==> src/acc_pkg.sv <==
// Holds the constants shared by the conversion control block and its clock divider.
// Assumes a single system clock, an asynchronous active-high reset, and a plain register port.
package acc_pkg;

  // ************************************************************
  // Register map
  // ************************************************************
  localparam int ADDR_W = 3;
  localparam logic [ADDR_W-1:0] OFS_RESULT = 3'h0;
  localparam logic [ADDR_W-1:0] OFS_CONTROL_A = 3'h1;
  localparam logic [ADDR_W-1:0] OFS_CONTROL_B = 3'h2;
  localparam logic [ADDR_W-1:0] OFS_PIN_SELECT = 3'h3;
  localparam logic [ADDR_W-1:0] OFS_IRQ_CTRL = 3'h4;
  localparam logic [ADDR_W-1:0] OFS_ENV_CTRL = 3'h5;

  // ************************************************************
  // Field positions
  // ************************************************************
  localparam int CA_START_BIT = 7;
  localparam int CA_BUSY_BIT = 6;
  localparam int CA_POWER_OFF_BIT = 5;
  localparam int CA_CH_LO_MSB = 3;
  localparam int CB_CH_HI_BIT = 7;
  localparam int CB_BANDGAP_BIT = 6;
  localparam int CB_DIV_MSB = 2;
  localparam int IRQ_GLOBAL_BIT = 0;
  localparam int IRQ_ENABLE_BIT = 1;
  localparam int IRQ_REQUEST_BIT = 2;
  localparam int ENV_ENABLE_BIT = 0;

  // ************************************************************
  // Reset values
  // ************************************************************
  localparam logic RST_BUSY = 1'b1;
  localparam logic RST_POWER_OFF = 1'b1;
  localparam logic [3:0] RST_CH_LO = 4'h0;
  localparam logic RST_CH_HI = 1'b1;
  localparam logic RST_BANDGAP = 1'b1;
  localparam logic [2:0] RST_DIV_SEL = 3'h0;
  localparam logic [7:0] RST_PIN_SELECT = 8'hFF;
  localparam logic [7:0] RST_RESULT = 8'h00;

  // ************************************************************
  // Timing
  // ************************************************************
  localparam logic [6:0] CONV_CLOCKS = 7'h6A;
  localparam logic [7:0] DIV_ALL_ONES = 8'hFF;
  localparam logic [2:0] DIV_TOP_CODE = 3'h7;

  // Sequencer states.
  typedef enum logic [1:0] {
    ACC_IDLE,
    ACC_HOLD,
    ACC_CONV
  } acc_state_t;

endpackage

==> src/acc_clk_div.sv <==
// Holds the conversion clock divider that makes one tick per conversion clock period.
// Assumes the sequencer clears it at every conversion trigger.
`timescale 1ns/1ns
module acc_clk_div (
  input wire logic clk,
  input wire logic rst,
  input wire logic sync_clr,
  input wire logic [2:0] div_sel,
  output logic tick
);
  import acc_pkg::*;

  logic [7:0] cnt_ff;
  logic tick_ff;
  logic [7:0] limit;

  // Period is two to the power of the select code plus one; the top code gives 256.
  assign limit = DIV_ALL_ONES >> (DIV_TOP_CODE - div_sel);

  // Counts system clocks and emits one tick at the end of each period.
  always_ff @(posedge clk or posedge rst) begin
    if (rst) begin
      cnt_ff <= 8'h00;
      tick_ff <= 1'b0;
    end else if (sync_clr) begin
      cnt_ff <= 8'h00;
      tick_ff <= 1'b0;
    end else if (cnt_ff >= limit) begin
      cnt_ff <= 8'h00;
      tick_ff <= 1'b1;
    end else begin
      cnt_ff <= cnt_ff + 8'h01;
      tick_ff <= 1'b0;
    end
  end

  assign tick = tick_ff;

endmodule // acc_clk_div

==> src/acc_conv_ctrl.sv <==
// Holds the conversion control block: registers, start sequencer, pin overrides, interrupt gate.
// Assumes an external analog converter, an envelope unit and port logic around it.
//
// The strobed register port and the register addresses were decided locally.
`timescale 1ns/1ns
module acc_conv_ctrl (
  input wire logic clk,
  input wire logic rst,
  input wire logic [acc_pkg::ADDR_W-1:0] reg_addr,
  input wire logic [7:0] reg_wr_data,
  input wire logic reg_wr,
  input wire logic reg_rd,
  output logic [7:0] reg_rd_data,
  input wire logic [7:0] conv_result_in,
  input wire logic env_tick_in,
  input wire logic [7:0] port_direction_reg,
  input wire logic [7:0] pull_high_req,
  output logic conv_reset,
  output logic conv_power_on,
  output logic conv_tick,
  output logic conv_done,
  output logic [4:0] conv_channel_sel,
  output logic bandgap_enable,
  output logic envelope_mode,
  output logic [7:0] analog_pin_enable,
  output logic [7:0] pin_pull_high_en,
  output logic [7:0] pin_direction_eff,
  output logic conv_irq
);
  import acc_pkg::*;

  // ************************************************************
  // Declarations
  // ************************************************************
  acc_state_t state_ff;
  acc_state_t nxt_state;
  logic start_ff;
  logic busy_ff;
  logic power_off_ff;
  logic [3:0] ch_lo_ff;
  logic ch_hi_ff;
  logic bandgap_ff;
  logic [2:0] div_sel_ff;
  logic [7:0] pin_select_ff;
  logic global_en_ff;
  logic irq_en_ff;
  logic irq_req_ff;
  logic env_en_ff;
  logic [7:0] result_ff;
  logic [6:0] tick_cnt_ff;
  logic [7:0] rd_data_ff;
  logic conv_reset_ff;
  logic conv_tick_ff;
  logic conv_done_ff;
  logic conv_irq_ff;
  logic conv_power_on_ff;
  logic [7:0] pull_high_ff;
  logic [7:0] dir_eff_ff;
  logic wr_ctrl_a;
  logic wr_ctrl_b;
  logic wr_pins;
  logic wr_irq;
  logic wr_env;
  logic start_new;
  logic start_rise;
  logic start_fall;
  logic div_tick;
  logic div_clr;
  logic last_tick;
  logic done_evt;

  // ************************************************************
  // Write decode
  // ************************************************************

  // One strobe per writable register; the bus never waits.
  assign wr_ctrl_a = reg_wr && (reg_addr == OFS_CONTROL_A);
  assign wr_ctrl_b = reg_wr && (reg_addr == OFS_CONTROL_B);
  assign wr_pins = reg_wr && (reg_addr == OFS_PIN_SELECT);
  assign wr_irq = reg_wr && (reg_addr == OFS_IRQ_CTRL);
  assign wr_env = reg_wr && (reg_addr == OFS_ENV_CTRL);

  // Start edges are seen only on writes; envelope mode makes the start bit inert.
  // A write of one counts as a rise anywhere but in the hold state, so a start bit
  // left high while the envelope unit ruled cannot swallow the next start.
  assign start_new = reg_wr_data[CA_START_BIT];
  assign start_rise = wr_ctrl_a && !env_en_ff && (state_ff != ACC_HOLD)
    && start_new;
  assign start_fall = wr_ctrl_a && !env_en_ff && start_ff && !start_new;

  // ************************************************************
  // Start sequencer
  // ************************************************************

  // The final tick of the count ends the conversion.
  assign last_tick = div_tick && (tick_cnt_ff == (CONV_CLOCKS - 7'h01));
  assign done_evt = (state_ff == ACC_CONV) && last_tick && !start_rise;

  // Restart the divider at the trigger so the first period is a whole one.
  assign div_clr = start_fall || (state_ff != ACC_CONV);

  // Chooses the next sequencer state; a new rising edge always wins.
  always_comb begin
    nxt_state = state_ff;
    unique case (state_ff)
      ACC_IDLE: begin
        if (start_rise) begin
          nxt_state = ACC_HOLD;
        end
      end
      ACC_HOLD: begin
        if (start_fall) begin
          nxt_state = ACC_CONV;
        end
      end
      ACC_CONV: begin
        if (start_rise) begin
          nxt_state = ACC_HOLD;
        end else if (last_tick) begin
          nxt_state = ACC_IDLE;
        end
      end
    endcase
    if (env_en_ff) begin
      nxt_state = ACC_IDLE;
    end
  end

  // Holds the sequencer state.
  always_ff @(posedge clk or posedge rst) begin
    if (rst) begin
      state_ff <= ACC_IDLE;
    end else begin
      state_ff <= nxt_state;
    end
  end

  // Counts conversion clock ticks from the trigger.
  always_ff @(posedge clk or posedge rst) begin
    if (rst) begin
      tick_cnt_ff <= 7'h00;
    end else if (state_ff != ACC_CONV) begin
      tick_cnt_ff <= 7'h00;
    end else if (div_tick) begin
      tick_cnt_ff <= tick_cnt_ff + 7'h01;
    end
  end

  // Divides the system clock down to the conversion clock.
  acc_clk_div u_div (
    .clk(clk),
    .rst(rst),
    .sync_clr(div_clr),
    .div_sel(div_sel_ff),
    .tick(div_tick)
  );

  // ************************************************************
  // First control register
  // ************************************************************

  // Stores the start bit, power control and low channel bits.
  // The power output has its own flip-flop so that no gate sits between it and the pin.
  always_ff @(posedge clk or posedge rst) begin
    if (rst) begin
      start_ff <= 1'b0;
      power_off_ff <= RST_POWER_OFF;
      conv_power_on_ff <= !RST_POWER_OFF;
      ch_lo_ff <= RST_CH_LO;
    end else if (wr_ctrl_a) begin
      start_ff <= start_new;
      power_off_ff <= reg_wr_data[CA_POWER_OFF_BIT];
      conv_power_on_ff <= !reg_wr_data[CA_POWER_OFF_BIT];
      ch_lo_ff <= reg_wr_data[CA_CH_LO_MSB:0];
    end
  end

  // Busy rises with the start bit and falls only when a conversion completes.
  always_ff @(posedge clk or posedge rst) begin
    if (rst) begin
      busy_ff <= RST_BUSY;
    end else if (start_rise) begin
      busy_ff <= 1'b1;
    end else if (done_evt) begin
      busy_ff <= 1'b0;
    end
  end

  // Captures the converter output as busy clears; read-only to software.
  always_ff @(posedge clk or posedge rst) begin
    if (rst) begin
      result_ff <= RST_RESULT;
    end else if (done_evt) begin
      result_ff <= conv_result_in;
    end
  end

  // ************************************************************
  // Second control register and pin select register
  // ************************************************************

  // Stores the top channel bit, bandgap enable and clock divide select.
  always_ff @(posedge clk or posedge rst) begin
    if (rst) begin
      ch_hi_ff <= RST_CH_HI;
      bandgap_ff <= RST_BANDGAP;
      div_sel_ff <= RST_DIV_SEL;
    end else if (wr_ctrl_b) begin
      ch_hi_ff <= reg_wr_data[CB_CH_HI_BIT];
      bandgap_ff <= reg_wr_data[CB_BANDGAP_BIT];
      div_sel_ff <= reg_wr_data[CB_DIV_MSB:0];
    end
  end

  // Stores the per-pin analog enables.
  always_ff @(posedge clk or posedge rst) begin
    if (rst) begin
      pin_select_ff <= RST_PIN_SELECT;
    end else if (wr_pins) begin
      pin_select_ff <= reg_wr_data;
    end
  end

  // ************************************************************
  // Interrupt and envelope control
  // ************************************************************

  // Stores the enables; the request flag sets on completion and a set beats a clear.
  always_ff @(posedge clk or posedge rst) begin
    if (rst) begin
      global_en_ff <= 1'b0;
      irq_en_ff <= 1'b0;
      irq_req_ff <= 1'b0;
    end else begin
      if (wr_irq) begin
        global_en_ff <= reg_wr_data[IRQ_GLOBAL_BIT];
        irq_en_ff <= reg_wr_data[IRQ_ENABLE_BIT];
      end
      if (done_evt) begin
        irq_req_ff <= 1'b1;
      end else if (wr_irq) begin
        irq_req_ff <= reg_wr_data[IRQ_REQUEST_BIT];
      end
    end
  end

  // The request reaches the core only with both enables set.
  always_ff @(posedge clk or posedge rst) begin
    if (rst) begin
      conv_irq_ff <= 1'b0;
    end else begin
      conv_irq_ff <= irq_req_ff && global_en_ff && irq_en_ff;
    end
  end

  // Stores the envelope unit takeover bit.
  always_ff @(posedge clk or posedge rst) begin
    if (rst) begin
      env_en_ff <= 1'b0;
    end else if (wr_env) begin
      env_en_ff <= reg_wr_data[ENV_ENABLE_BIT];
    end
  end

  // ************************************************************
  // Converter drive
  // ************************************************************

  // Holds the converter in reset while the start bit stays high and passes clock ticks.
  // Done rises at the edge that clears busy, so it stands in the first cycle busy reads low.
  // The last conversion clock tick stands beside it in that same cycle.
  always_ff @(posedge clk or posedge rst) begin
    if (rst) begin
      conv_reset_ff <= 1'b0;
      conv_tick_ff <= 1'b0;
      conv_done_ff <= 1'b0;
    end else begin
      conv_reset_ff <= (nxt_state == ACC_HOLD);
      conv_tick_ff <= env_en_ff ? env_tick_in : (div_tick && (state_ff == ACC_CONV));
      conv_done_ff <= done_evt;
    end
  end

  // ************************************************************
  // Pin overrides
  // ************************************************************

  // Each analog pin drops its pull-high and is forced to input direction.
  genvar gi;
  generate
    for (gi = 0; gi < 8; gi++) begin : g_pin
      always_ff @(posedge clk or posedge rst) begin
        if (rst) begin
          pull_high_ff[gi] <= 1'b0;
          dir_eff_ff[gi] <= 1'b1;
        end else begin
          pull_high_ff[gi] <= pull_high_req[gi] && !pin_select_ff[gi];
          dir_eff_ff[gi] <= port_direction_reg[gi] || pin_select_ff[gi];
        end
      end
    end
  endgenerate

  // ************************************************************
  // Read port
  // ************************************************************

  // Presents read data the cycle after the strobe; unmapped and reserved bits read zero.
  always_ff @(posedge clk or posedge rst) begin
    if (rst) begin
      rd_data_ff <= 8'h00;
    end else if (reg_rd) begin
      unique case (reg_addr)
        OFS_RESULT: rd_data_ff <= result_ff;
        OFS_CONTROL_A: rd_data_ff <= {start_ff, busy_ff, power_off_ff, 1'b0, ch_lo_ff};
        OFS_CONTROL_B: rd_data_ff <= {ch_hi_ff, bandgap_ff, 3'h0, div_sel_ff};
        OFS_PIN_SELECT: rd_data_ff <= pin_select_ff;
        OFS_IRQ_CTRL: rd_data_ff <= {5'h00, irq_req_ff, irq_en_ff, global_en_ff};
        OFS_ENV_CTRL: rd_data_ff <= {7'h00, env_en_ff};
        default: rd_data_ff <= 8'h00;
      endcase
    end else begin
      rd_data_ff <= 8'h00;
    end
  end

  // ************************************************************
  // Outputs
  // ************************************************************

  // All outputs come from flip-flops.
  assign reg_rd_data = rd_data_ff;
  assign conv_reset = conv_reset_ff;
  assign conv_power_on = conv_power_on_ff;
  assign conv_tick = conv_tick_ff;
  assign conv_done = conv_done_ff;
  assign conv_channel_sel = {ch_hi_ff, ch_lo_ff};
  assign bandgap_enable = bandgap_ff;
  assign envelope_mode = env_en_ff;
  assign analog_pin_enable = pin_select_ff;
  assign pin_pull_high_en = pull_high_ff;
  assign pin_direction_eff = dir_eff_ff;
  assign conv_irq = conv_irq_ff;

endmodule // acc_conv_ctrl

==> config.mk <==
export PLATFORM = sky130hd
export DESIGN_NAME = acc_conv_ctrl
export DESIGN_NICKNAME = d
export VERILOG_FILES = /design/src/acc_pkg.sv /design/src/acc_clk_div.sv /design/src/acc_conv_ctrl.sv
export SDC_FILE = /design/constraint.sdc
export NUM_CORES = 1
export LEC_CHECK = 0
export BUFFER_PORTS_ARGS = -buffer_cell sky130_fd_sc_hd__buf_2
export CAP_MARGIN = 20
export CORE_MARGIN = 2
export CORE_UTILIZATION = 40
export CTS_CLUSTER_DIAMETER = 50
export DETAILED_ROUTE_END_ITERATION = 12
export PLACE_DENSITY = 0.66
export RECOVER_POWER = 25
export SETUP_SLACK_MARGIN = 0.02
export SLEW_MARGIN = 15
export SYNTH_ARGS = -nofsm -noshare
export SYNTH_HDL_FRONTEND = slang
export SYNTH_SLANG_ARGS = --single-unit
export TNS_END_PERCENT = 20
==> constraint.sdc <==
create_clock -name clk -period 3.6 [get_ports clk]
set_clock_uncertainty 0.1 [all_clocks]
set_input_delay 0.36 -clock clk [delete_from_list [all_inputs] [get_ports clk]]
set_output_delay 0.36 -clock clk [all_outputs]
set_load 0.05 [all_outputs]
; ---- Word level (Yosys, flattened, before mapping)
; Index checks and enable logic that the tools add are counted.
[classes]
addsub = 3
order_cmp = 1
n_eq_ne = 11
shifts = 1
muxes = 19
reduce_logical = 50
[ops]
columns = cell, count
row1 = case mux 8 bit (6 select lines), 1
row2 = logical AND 1 bit, 24
row3 = two-way mux 8 bit, 3
row4 = two-way mux 7 bit, 2
row5 = zero test 1 bit, 12
row6 = two-way mux 2 bit, 5
row7 = logical OR 1 bit, 9
row8 = "adder 8 x 1 -> 8 bit, second input constant", 1
row9 = greater-or-equal comparator 8 bit, 1
row10 = "right shift 8 x 3 -> 8 bit, first input constant", 1
row11 = "adder 7 x 1 -> 7 bit, second input constant", 1
row12 = "equality test 7 bit, second input constant", 1
row13 = two-way mux 1 bit, 7
row14 = "equality test 3 x 2 -> 1 bit, second input constant", 2
row15 = "equality test 3 bit, second input constant", 2
row16 = case mux 2 bit (3 select lines), 1
row17 = nonzero test 2 bit, 3
row18 = "equality test 2 x 1 -> 1 bit, second input constant", 2
row19 = "equality test 3 x 1 -> 1 bit, second input constant", 1
row20 = zero test 3 bit, 1
row21 = "subtractor 3 bit, first input constant", 1
row22 = "equality test 2 bit, second input constant", 1
row23 = zero test 2 bit, 1
row24 = "!= test 2 x 1 -> 1 bit, second input constant", 1
row25 = "!= test 2 bit, second input constant", 1
[totals]
reg_bits = 79
input_bits = 40
output_inout_bits = 44
wordCells = 124

; ---- Logic depth before layout (Yosys ltp)
[logic_depth]
word_depth = 9
depth_mapped = 7
ltp_nobuf = 6

; ---- Hierarchy
; Synthesis repeated with hierarchy kept, for this count alone.
[unflattened]
cells_unflattened = 289
area_unflattened_um2 = 3632.2
[modules_own_cells]
columns = module, n_inst, cells_each, area_each_um2, seq_area_each_um2
row1 = acc_conv_ctrl, 1, 233, 3026.7, 1776.7
row2 = acc_clk_div, 1, 56, 605.6, 225.2

; ---- Worst setup path before layout
; Ideal clock, no wire load.
[synth_timing]
kind = reg-to-reg
from = register env_en_ff (netlist: envelope_mode)
to = register result_ff[0]
setup_time_ns = 0.125
arrival_time_ns = 1.807
required_time_ns = 3.375
path_slack_ns = 1.568
stages_incl_launch_ff = 5
n_path_buf = 1
synth_period_minus_slack_ns = 2.032
cell_sequence = dfrtp_1 -> or4b_1 -> nor3b_1 -> buf_6 -> mux2_4
[synth_via]
elab_chain_len = 6
[synth_rtl]
columns = item, line
row1 = start: declaration, acc_conv_ctrl.sv:48  ; logic env_en_ff;
row2 = start signal: assignment, acc_conv_ctrl.sv:261  ; env_en_ff <= reg_wr_data[ENV_ENABLE_BIT];
row3 = zero test 1 bit, acc_conv_ctrl.sv:87  ; assign start_rise = wr_ctrl_a && !env_en_ff && (state_ff != ACC_HOLD)
row4 = logical AND 1 bit (2 in a row), acc_conv_ctrl.sv:87
row5 = logical AND 1 bit, acc_conv_ctrl.sv:88  ; && start_new;
row6 = zero test 1 bit, acc_conv_ctrl.sv:97  ; assign done_evt = (state_ff == ACC_CONV) && last_tick && !start_rise;
row7 = logical AND 1 bit, acc_conv_ctrl.sv:97
row8 = via done_evt, acc_conv_ctrl.sv:70  ; logic done_evt;
row9 = end signal: assignment, acc_conv_ctrl.sv:194  ; result_ff <= conv_result_in;
row10 = end: declaration, acc_conv_ctrl.sv:49  ; logic [7:0] result_ff;
; The timed path passes the listed nets, and every way through them passes these cells.
; A chain may end at the register's enable or synchronous reset.

; ---- Worst setup path after layout
[layout_timing]
from = register state_ff[0]
to = register result_ff[3]
[layout_via]
elab_chain_len = 5
elab_cells_between_ends = 7
classes_between = eq/ne (2) / reduce/logical (5)
[layout_rtl]
columns = item, line
row1 = start: declaration, acc_conv_ctrl.sv:35  ; acc_state_t state_ff;
row2 = start signal: assignment, acc_conv_ctrl.sv:134  ; state_ff <= nxt_state;
row3 = != test 2 x 1 -> 1 bit, acc_conv_ctrl.sv:87
row4 = logical AND 1 bit, acc_conv_ctrl.sv:87
row5 = logical AND 1 bit, acc_conv_ctrl.sv:88
row6 = zero test 1 bit, acc_conv_ctrl.sv:97
row7 = logical AND 1 bit (*), acc_conv_ctrl.sv:97
; Mark *: on every way between the ends. The rest lies on a longest branch, timed or not.

==> results.py <==
metrics = {
    "outcome": {
        "status": "finished, violations left",
        "failed_checks": "max-capacitance violations, max-slew violations",
    },
    "global_routing": {
        "grt_pass1_vias": 2530,
        "grt_max_degree": 53,
        "grt_pass1_wl_um": 12500,
        "grt_overflow_total": 0,
        "track_usage_pct": 15.9,
        "antenna_found_initial": 0,
    },
    "min_path": {
        "hold_path_startpoint": "port_direction_reg[2]",
        "hold_depth": 2,
        "hold-path-endpoint": "pin_direction_eff[2]$_DFF_PP1_",
        "min_path_type": "input pin to flip-flop",
    },
    "setup_path": {
        "critPathLaunchType": "flip-flop",
        "r2r_cells": 5,
        "cp_max_fo": 13,
        "cp.arrival_ps": 2660,
        "worstPathRequired_ps": 3720,
        "crit_chain": "inv_1, ha_1, nand4b_1, nor3b_2, mux2_4",
        "rr_startpoint": "state_ff[0]$_DFF_PP0_",
        "crit_path_top_delay_cell": "nor3b_2",
        "ff2ff_setup_slack_ps": 1060,
        "critPathCaptureType": "flip-flop",
        "slowest_delay_ps": 890,
        "critical_path_class": "flip-flop to flip-flop",
        "startpoint": "state_ff[0]$_DFF_PP0_",
        "r2r_end": "result_ff[3]$_DFFE_PP0P_",
    },
    "power": {
        "vdd_drop_max_mv": 0.220,
        "p_leak_nw": 2.08,
        "p_per_area_mw_per_mm2": 554,
        "power.total_mw": 2.41,
    },
    "yosys": {
        "syn-mean-instance-area_um2": 11.9,
        "synth_top_area_cell": "dfrtp_1",
        "synth_edf_count": 0,
        "yosysUniqueCellTypes": 47,
        "synth.net_count": 353,
        "yosys.area.top_type_share_pct": 41.1,
        "syn_area_mm2": 0.00359,
        "synth-main-ff-cell": "dfrtp_1",
        "synth.most_common_cell": "dfrtp_1",
        "postSynth.asyncResetShare_pct": 100,
        "ys_seq_area_share_pct": 55.7,
        "netlist_instances": 301,
        "ys_ff_latch": 79,
        "yosysWarnings": 0,
        "synth_common_cells": "dfrtp_1 (59), nand2_1 (30), dfstp_2 (20), nor2_1 (20), mux2_2 (17)",
        "synth_area_leaders": "dfrtp_1 (41%), dfstp_2 (15%), mux2_2 (5.3%)",
    },
    "finish": {
        "stdcell_area_mm2": 0.00436,
        "diodes": 0,
        "drive_gt1_share_pct": 38.9,
        "finish.utilization_pct": 50.0,
        "area_delta_synth_final_pct": 21.2,
        "nNetsFinal": 438,
        "fin_cells": 499,
        "fillers": 794,
    },
    "clock_network": {
        "htreeDepth": 3,
        "clock_latency_ps": 340,
        "cts_tree": "built",
        "cts_root_buffer": "clkbuf_8",
        "clkTransAtPathRegs_ps": 80,
        "postCtsSetupBuffers": 0,
        "clkSinkCount": 79,
        "cts_buffers": 9,
        "cts_max_path_buffers": 2,
        "cts_resized": 0,
        "hold_buffers": 0,
    },
    "detailed_routing": {
        "drt_first_pass_iters": 4,
        "wl_per_cell_um": 14.6,
        "drt_iter0_markers": 132,
        "ant_nets": 0,
        "via_per_inst": 5.01,
        "dr_total_vias": 2502,
        "wirelength_um": 7300,
        "drc": 0,
    },
    "floorplan": {
        "pin_count": 84,
        "fp.dieW_um": 98.8,
        "die-area_mm2": 0.00976,
        "core_mm2": 0.00872,
        "rows": 34,
        "start_util_pct": 41.2,
        "die_h_um": 98.8,
    },
    "placement": {
        "portBuffers": 83,
        "numPlacedInstances": 483,
        "place_area_mm2": 0.00412,
        "gp_congestion": 0.776,
        "hpwl_um": 5250,
        "preCtsSetupSlack_ps": 1040,
    },
    "sta": {
        "fin_crit_ps": 2540,
        "fin_ws_ps": 1060,
        "finalSetupTns_ps": 0,
        "hold_slack_ps": 107,
        "rsz0062_at_grt": "no",
        "timing.slew.headroom_pct": -48.5,
        "setup_viol": 0,
        "period_share_pct": 70.5,
        "slew_viol_final": 53,
        "worstMarginPinSlew_ps": 2220,
        "fmax_mhz": 394,
        "finalHoldViolCount": 0,
    },
    "job": {
        "maxCapViolations": 1,
    },
}
registers in the layout (all words and copies together), names as in the netlist, 2 cells and up:
name,flops
analog_pin_enable,8
ch_lo_ff,4
div_sel_ff,3
pin_direction_eff,8
pin_pull_high_en,8
reg_rd_data,8
result_ff,8
state_ff,2
tick_cnt_ff,7
u_div.cnt_ff,8
placed cells by master (no fill, tap or decap), drive strengths merged, types with 5 or more instances in the layout:
| cell type | count |
|---|---|
| buf | 87 |
| clkbuf | 10 |
| dfrtp | 59 |
| dfstp | 20 |
| ha | 12 |
| inv | 5 |
| mux2 | 25 |
| mux2i | 5 |
| nand2 | 30 |
| nand3 | 7 |
| nor2 | 20 |
| nor2b | 12 |
| o21a | 5 |
| o21ai | 11 |
| or2 | 8 |
| xor2 | 6 |
routing by layer:
metal / vias to the layer above / GRT usage, % / part of all wire, %
li1: 1220 / - / -
met1: 1228 / 21.8 / 46
met2: 51 / 25.6 / 49
met3: 3 / 2.91 / 3.9
met4: 0 / 5.27 / 0.51
met5: - / 0 / 0
power breakdown:
part	total [mW]	switching [mW]	internal, mW
Sequential	1.08	0.0783	1.00
Combinational	0.556	0.386	0.170
Clock	0.774	0.314	0.460
final cells by class:
cell class | instances | area [um2] | area share, %
Sequential cell | 79 | 2000 | 45.9
Multi-Input combinational cell | 203 | 1520 | 34.8
Timing Repair Buffer | 87 | 445 | 10.2
Tap cell | 108 | 135 | 3.10
Clock buffer | 10 | 128 | 2.93
Clock inverter | 6 | 109 | 2.50
Inverter | 6 | 23.8 | 0.546
worst max path at each step:
stage	slack [ps]	cells after the start	endpoint
2_1_floorplan	1150	1	ch_lo_ff[0]$_DFFE_PP0N_
3_3_place_gp	1150	5	result_ff[4]$_DFFE_PP0P_
3_5_place_dp	1040	5	result_ff[1]$_DFFE_PP0P_
4_1_cts	1040	5	result_ff[3]$_DFFE_PP0P_
5_1_grt	880	5	result_ff[3]$_DFFE_PP0P_
6_report	1060	5	result_ff[3]$_DFFE_PP0P_
worst max-delay path, delay by kind of cell, from the launching register on:
family,cells,cell delay (ps)
and+or+nand+nor,2,1080
DFF,1,400
adders and majority gates,1,390
muxes,1,350
buffers and inverters,1,90
cells by family after synthesis:
family	share of synthesized area, %
AND/OR/NAND/NOR	16.7
flip-flops	55.7
AO/OA/AOI/OAI	7.34
multiplexers	11.3
buffers and inverters	2.30
adder cells (fa/ha/maj)	4.18
XOR/XNOR	2.44
Note: power is estimated with default switching activity, not from simulation.
